[config.mk]
export PLATFORM = sky130hd
export DESIGN_NAME = fcf_compare
export DESIGN_NICKNAME = d
export VERILOG_FILES = /design/src/fcf_pkg.sv /design/src/fcf_compare.sv
export SDC_FILE = /design/constraint.sdc
export NUM_CORES = 1
export LEC_CHECK = 0
export CORE_AREA = 2 2 112 60
export CTS_BUF_LIST = sky130_fd_sc_hd__clkbuf_8
export DETAILED_ROUTE_END_ITERATION = 12
export DIE_AREA = 0 0 114 62
export DONT_BUFFER_PORTS = 1
export PLACE_DENSITY = 0.76
export SYNTH_ARGS = -nofsm -noshare
export SYNTH_HDL_FRONTEND = slang
export SYNTH_SLANG_ARGS = --single-unit
[constraint.sdc]
create_clock -name ref_clk -period 1.2 [get_ports ref_clk]
set_clock_uncertainty 0.05 [all_clocks]
set_input_delay 0.24 -clock ref_clk [delete_from_list [all_inputs] [get_ports ref_clk]]
set_output_delay 0.24 -clock ref_clk [all_outputs]
set_load 0.05 [all_outputs]
[src/fcf_pkg.sv]
// Constants for the floating-point compare and classify result logic.
// Assumes the status word layout of a stack-based floating-point unit.
package fcf_pkg;
    // Operation codes presented on op_code
    localparam logic [2:0] OP_NONE      = 3'h0;
    localparam logic [2:0] OP_FCMP      = 3'h1; // ordinary_fp_compare
    localparam logic [2:0] OP_FLAG      = 3'h2; // flag_setting_compare
    localparam logic [2:0] OP_FLAG_POP  = 3'h3; // flag_setting_compare_pop
    localparam logic [2:0] OP_UFLAG     = 3'h4; // unordered_flag_compare
    localparam logic [2:0] OP_UFLAG_POP = 3'h5; // unordered_flag_compare_pop
    localparam logic [2:0] OP_EXAMINE   = 3'h6; // examine_class_op
    localparam logic [2:0] OP_STSW      = 3'h7; // store_status_word_op
    // Status word bit positions
    localparam int BIT_C0 = 8;
    localparam int BIT_C1 = 9;
    localparam int BIT_C2 = 10;
    localparam int BIT_C3 = 14;
    // Branch test masks
    localparam logic [15:0] MASK_GT = 16'h4500;
    localparam logic [15:0] MASK_LT = 16'h0100;
    localparam logic [15:0] MASK_EQ = 16'h4000;
    localparam logic [15:0] MASK_UN = 16'h0400;
    // Extended operand fields
    localparam int EXP_W  = 15;
    localparam int MANT_W = 64;
    localparam logic [14:0] EXP_MAX = 15'h7fff;
    // Reset value of the status word; feature bit value loaded after reset
    localparam logic [15:0] STATUS_RST = 16'h0000;
    localparam logic        FEATURE_PRESENT = 1'b1;
endpackage

[src/fcf_compare.sv]
// Compare and examine result logic: condition bits, integer flags, pop.
// Assumes operands arrive decoded as sign, exponent and significand,
// with a tag marking an empty stack-top register, valid for one cycle.
`timescale 1ns/1ps
module fcf_compare (
    ref_clk,
    rst_n,
    op_valid,
    op_code,
    a_sign,
    a_exp,
    a_mant,
    a_empty,
    b_sign,
    b_exp,
    b_mant,
    b_empty,
    status_word_r,
    accum_r,
    zero_flag_r,
    parity_flag_r,
    carry_flag_r,
    flags_valid_r,
    invalid_r,
    stack_pop_r,
    done_r,
    flag_cmp_supported_r
);
    input  wire logic        ref_clk;
    input  wire logic        rst_n;
    input  wire logic        op_valid;
    input  wire logic [2:0]  op_code;
    input  wire logic        a_sign;
    input  wire logic [14:0] a_exp;
    input  wire logic [63:0] a_mant;
    input  wire logic        a_empty;
    input  wire logic        b_sign;
    input  wire logic [14:0] b_exp;
    input  wire logic [63:0] b_mant;
    input  wire logic        b_empty;
    output logic      [15:0] status_word_r;
    output logic      [15:0] accum_r;
    output logic             zero_flag_r;
    output logic             parity_flag_r;
    output logic             carry_flag_r;
    output logic             flags_valid_r;
    output logic             invalid_r;
    output logic             stack_pop_r;
    output logic             done_r;
    output logic             flag_cmp_supported_r;

    logic [15:0] status_word_nxt;
    logic [15:0] accum_nxt;
    logic        zero_flag_nxt;
    logic        parity_flag_nxt;
    logic        carry_flag_nxt;
    logic        flags_valid_nxt;
    logic        invalid_nxt;
    logic        stack_pop_nxt;
    logic        done_nxt;
    logic        a_nan;
    logic        b_nan;
    logic        a_snan;
    logic        b_snan;
    logic        a_zero;
    logic        b_zero;
    logic        a_unsup;
    logic        b_unsup;
    logic        unord;
    logic        eq;
    logic        lt;
    logic        mag_lt;
    logic [2:0]  cmp_bits;
    logic [2:0]  cls_bits;

    // Operand classification helpers
    always_comb begin
        a_nan   = (a_exp == fcf_pkg::EXP_MAX) && a_mant[63] && (a_mant[62:0] != 63'h0);
        b_nan   = (b_exp == fcf_pkg::EXP_MAX) && b_mant[63] && (b_mant[62:0] != 63'h0);
        a_snan  = a_nan && !a_mant[62];
        b_snan  = b_nan && !b_mant[62];
        a_zero  = (a_exp == 15'h0) && (a_mant == 64'h0);
        b_zero  = (b_exp == 15'h0) && (b_mant == 64'h0);
        // Nonzero exponent without the explicit integer bit is unsupported
        a_unsup = (a_exp != 15'h0) && !a_mant[63];
        b_unsup = (b_exp != 15'h0) && !b_mant[63];
    end

    // Ordering of stack top against operand
    always_comb begin
        unord  = a_nan || b_nan || a_unsup || b_unsup || a_empty || b_empty;
        mag_lt = (a_exp < b_exp) || ((a_exp == b_exp) && (a_mant < b_mant));
        eq     = (a_zero && b_zero) ||
                 ((a_sign == b_sign) && (a_exp == b_exp) && (a_mant == b_mant));
        if (eq) begin
            lt = 1'b0;
        end else if (a_sign != b_sign) begin
            lt = a_sign;
        end else begin
            lt = a_sign ? !mag_lt : mag_lt;
        end
        // Bits three, two, zero; integer flags use the same pattern
        if (unord) begin
            cmp_bits = 3'h7;
        end else if (eq) begin
            cmp_bits = 3'h4;
        end else if (lt) begin
            cmp_bits = 3'h1;
        end else begin
            cmp_bits = 3'h0;
        end
    end

    // Examine class encoding, bits three, two, zero
    always_comb begin
        if (a_empty) begin
            cls_bits = 3'h5;
        end else if (a_unsup) begin
            cls_bits = 3'h0;
        end else if (a_nan) begin
            cls_bits = 3'h1;
        end else if ((a_exp == fcf_pkg::EXP_MAX) && (a_mant[62:0] == 63'h0)) begin
            cls_bits = 3'h3;
        end else if (a_zero) begin
            cls_bits = 3'h4;
        end else if (a_exp == 15'h0) begin
            cls_bits = 3'h6;
        end else begin
            cls_bits = 3'h2;
        end
    end

    // Next values for results
    always_comb begin
        status_word_nxt = status_word_r;
        accum_nxt       = accum_r;
        zero_flag_nxt   = zero_flag_r;
        parity_flag_nxt = parity_flag_r;
        carry_flag_nxt  = carry_flag_r;
        flags_valid_nxt = 1'b0;
        invalid_nxt     = 1'b0;
        stack_pop_nxt   = 1'b0;
        done_nxt        = op_valid && (op_code != fcf_pkg::OP_NONE);
        if (op_valid) begin
            case (op_code)
                fcf_pkg::OP_FCMP: begin
                    // Condition bits at word positions give the test masks
                    status_word_nxt[fcf_pkg::BIT_C3] = cmp_bits[2];
                    status_word_nxt[fcf_pkg::BIT_C2] = cmp_bits[1];
                    status_word_nxt[fcf_pkg::BIT_C0] = cmp_bits[0];
                    invalid_nxt = unord;
                end
                fcf_pkg::OP_FLAG, fcf_pkg::OP_FLAG_POP,
                fcf_pkg::OP_UFLAG, fcf_pkg::OP_UFLAG_POP: begin
                    zero_flag_nxt   = cmp_bits[2];
                    parity_flag_nxt = cmp_bits[1];
                    carry_flag_nxt  = cmp_bits[0];
                    flags_valid_nxt = 1'b1;
                    if ((op_code == fcf_pkg::OP_UFLAG) || (op_code == fcf_pkg::OP_UFLAG_POP)) begin
                        // Quiet NaNs stay silent; others still fault
                        invalid_nxt = unord && (a_snan || b_snan || a_unsup || b_unsup ||
                                                a_empty || b_empty);
                    end else begin
                        invalid_nxt = unord;
                    end
                    stack_pop_nxt = (op_code == fcf_pkg::OP_FLAG_POP) ||
                                    (op_code == fcf_pkg::OP_UFLAG_POP);
                end
                fcf_pkg::OP_EXAMINE: begin
                    status_word_nxt[fcf_pkg::BIT_C3] = cls_bits[2];
                    status_word_nxt[fcf_pkg::BIT_C2] = cls_bits[1];
                    status_word_nxt[fcf_pkg::BIT_C0] = cls_bits[0];
                    status_word_nxt[fcf_pkg::BIT_C1] = a_sign;
                end
                fcf_pkg::OP_STSW: begin
                    accum_nxt = status_word_r;
                end
                default: begin
                    done_nxt = 1'b0;
                end
            endcase
        end
    end

    // Result registers
    always_ff @(posedge ref_clk or negedge rst_n) begin
        if (!rst_n) begin
            status_word_r        <= fcf_pkg::STATUS_RST;
            accum_r              <= 16'h0000;
            zero_flag_r          <= 1'b0;
            parity_flag_r        <= 1'b0;
            carry_flag_r         <= 1'b0;
            flags_valid_r        <= 1'b0;
            invalid_r            <= 1'b0;
            stack_pop_r          <= 1'b0;
            done_r               <= 1'b0;
            flag_cmp_supported_r <= 1'b0;
        end else begin
            status_word_r        <= status_word_nxt;
            accum_r              <= accum_nxt;
            zero_flag_r          <= zero_flag_nxt;
            parity_flag_r        <= parity_flag_nxt;
            carry_flag_r         <= carry_flag_nxt;
            flags_valid_r        <= flags_valid_nxt;
            invalid_r            <= invalid_nxt;
            stack_pop_r          <= stack_pop_nxt;
            done_r               <= done_nxt;
            flag_cmp_supported_r <= fcf_pkg::FEATURE_PRESENT;
        end
    end
endmodule

==> flow_summary.json <==
{
  "clkPwrFrac_pct": 16.1,
  "die_h_um": 62,
  "vias": 3705,
  "syn_to_final_growth_pct": 34.4,
  "worst_path_max_delay_cell": "a311oi_2",
  "regArea_um2": 402,
  "hpwl_mm": 10.2,
  "grt_pass1_wl_mm": 17.1,
  "synth_compound_area_share_pct": 14.8,
  "drt-initial-drc-count": 216,
  "clock_latency_ns": 0.26,
  "antenna_left": 0,
  "ys_types": 53,
  "stdcell_area_mm2": 0.00459,
  "cts_sinks": 16,
  "fmax_mhz": 476,
  "fin_total_pwr_mw": 3.07,
  "grt_setup_unrepaired": "true",
  "drc_errors": 0,
  "power.leakage_nw": 2.11,
  "postSynthAreaPerCell_um2": 7.50,
  "grtUsageMet3_pct": 7.47,
  "drive_gt1_share_pct": 29.9,
  "setup_viol": 7,
  "start_util_pct": 54.6,
  "violations": "negative setup slack",
  "ys_warn_count": 0,
  "synthAdderAreaFrac_pct": 29.3,
  "place_inst": 581,
  "n_fill_cell": 477,
  "ys_seq_area_share_pct": 11.7,
  "die_w_um": 114,
  "gr-total-overflow": 0,
  "finalNonFillerCells": 585,
  "synth_xor_area_share_pct": 0.513,
  "synth-edff-count": 0,
  "cellPowerDensity_mw_per_mm2": 670,
  "yosys.area_share.simple_pct": 26.4,
  "first_pass_iters": 4,
  "utilization_pct": 73.4,
  "ios": 208,
  "irDropWorstVdd_v": 0.000339,
  "grt_max_degree": 17,
  "grt_pass1_vias": 3520,
  "num_rows": 21,
  "met1_usage_pct": 43.7,
  "numCtsBuffers": 3,
  "yosys-mux-area-fraction_pct": 1.94,
  "tns_ns": -4.59,
  "synth.area.top_cells": "ha_1, dfrtp_1, inv_1",
  "synth-async-reset-ratio_pct": 100,
  "cts_tree": "yes",
  "pre_cts_ws_ns": -1.38,
  "yosys.area.top_type": "ha_1",
  "endpoint_kind": "flop",
  "criticalPathCategory": "input pin to flop",
  "sw_frac_of_total_pct": 45.9,
  "cpMostUsedCell": "nand4_1",
  "slew_violations": 0,
  "hold_viol": 0,
  "path_cells": "inv_2 -> ha_1 -> and4_1 -> nand4_1 -> nor3_4 -> nand4_1 -> a2111oi_4 -> a21oi_2 -> a311oi_2 -> a31oi_1",
  "p_comb_share_pct": 59.6,
  "finalCritPeriodShare_pct": 175,
  "yosysMostFrequentCell": "inv_1",
  "synth_common_cells": "inv_1, ha_1, nor4_1",
  "cp_slowest_stage_delay_ns": 0.33,
  "diodes": 0,
  "htree_num_levels": 1,
  "worst_setup_path_start_kind": "input pin",
  "layout_setup_ws_ns": -0.902,
  "port-buffer-count": 0,
  "synth_top_family_by_area": "adder cells",
  "clk_pin_slew_ns": 0.07,
  "multiInputGateArea_mm2": 0.00327,
  "gr-usage-met2_pct": 51.0,
  "track_usage_pct": 31.5,
  "root_buffer": "clkbuf_8",
  "hp-class": "input pin to async pin",
  "status": "finished with violations",
  "p_seq_share_pct": 24.3,
  "synth_top_area_share_pct": 29.3,
  "internal-power_mw": 1.66,
  "final_nets": 754,
  "cts_buffer_depth": 2,
  "synthCells": 455,
  "synth_flop_cell": "dfrtp_1",
  "die_area_mm2": 0.00707,
  "cap_violations": 0,
  "power_switching_mw": 1.41,
  "routed_wl_mm": 12.2,
  "slew_headroom_pct": 50.8,
  "grt.busiest_layer": "met2",
  "cp.arrival_ns": 2.18,
  "wl_per_cell_um": 20.9,
  "coreArea_mm2": 0.00625,
  "synth_area_mm2": 0.00341,
  "crit_required_ns": 1.28,
  "whs_ns": 0.0579,
  "cp_max_fo": 3,
  "dpl_cell_area_mm2": 0.00403,
  "viasPerCell": 6.33,
  "tightest_slew_ns": 0.738,
  "place_congestion": 1.00,
  "antenna_found_initial": 0,
  "ys_ff_latch": 16,
  "min_period_ns": 2.10
}
-- power by group through the flow --
stage | clock network [mW] | registers [mW] | logic [mW]
2_1_floorplan | 0 | 1.08 | 0.916
3_3_place_gp | 0 | 0.743 | 1.59
3_5_place_dp | 0 | 0.747 | 1.64
4_1_cts | 0.492 | 0.738 | 1.73
5_1_grt | 0.508 | 0.760 | 2.00
6_report | 0.495 | 0.747 | 1.83
-- final cells by class --
class / instances / area share, %
Inverter: 86 / 8.02
Sequential cell: 16 / 8.75
Clock buffer: 4 / 1.20
Tap cell: 80 / 2.18
Timing Repair Buffer: 49 / 8.64
Multi-Input combinational cell: 350 / 71.2
-- registers in the layout, summed over array words and instances, names as in the netlist --
register	flops
carry_flag_r	1
invalid_r	1
zero_flag_r	1
stack_pop_r	1
flags_valid_r	1
parity_flag_r	1
status_word_r	4
done_r	1
flag_cmp_supported_r	1
accum_r	4
-- cells by family (layout without fill, tap and decap cells) --
logic type	after synthesis	count (layout)
AOI/OAI and AO/OA	79	79
xor gates and xnor gates	2	2
adders and majority gates	80	80
buffers and inverters	112	139
DFF	16	16
muxes	6	6
other	2	25
and+or+nand+nor	158	158
-- critical path: cells and delay by family --
family,cells,cell delay [ns]
fa+ha+maj,1,0.26
buf+inv,1,0.01
compound gates,4,0.88
simple gates,4,0.78
-- routing by layer --
| metal | share of wire (%) | up-vias |
|---|---|---|
| met5 | 0 | - |
| met4 | 1.7 | 0 |
| met3 | 12 | 22 |
| met2 | 44 | 233 |
| met1 | 42 | 1726 |
| li1 | - | 1724 |
-- layout by cell type, fill, tap and decap left out, types with 5 or more instances in the layout --
cell / instances
nor4_1: 25
nor2_1: 18
nor3_1: 9
nand4_1: 33
a21oi_2: 8
inv_1: 70
a21oi_1: 18
buf_4: 44
nand2_1: 30
nor4_4: 10
o21ai_1: 6
o21ai_0: 10
conb_1: 25
nor4_2: 10
mux2_2: 5
inv_2: 6
inv_4: 8
dfrtp_1: 15
ha_1: 53
ha_4: 27
a21o_1: 7
-- path summary, 6_finish.rpt --
kind | start | end | slack, ns | cells after the start
worst max-delay path | a_exp[0] | status_word_r[8]$_DFFE_PN0P_ | -0.90 | 10
worst min-delay path | rst_n | accum_r[8]$_DFFE_PN0P_ | 0.06 | 1
worst min register to register | status_word_r[10]$_DFFE_PN0P_ | status_word_r[10]$_DFFE_PN0P_ | 0.47 | 2
worst max register to register | status_word_r[8]$_DFFE_PN0P_ | status_word_r[8]$_DFFE_PN0P_ | 0.11 | 4
max in group asynchronous | rst_n | parity_flag_r$_DFFE_PN0P_ | 0.53 | 1
min in group ref_clk | op_valid | stack_pop_r$_DFF_PN0_ | 0.07 | 2
-- timing repair --
| item | in CTS | in global routing |
|---|---|---|
| hold buffers | 1 | 0 |
| pin swaps | 17 | 30 |
| resized for setup | 50 | 30 |
| setup endpoints to repair | 8 | 9 |
| hold endpoints to repair | 16 | 0 |
| setup buffers | 1 | 1 |
(Power assumes the default switching activity.)
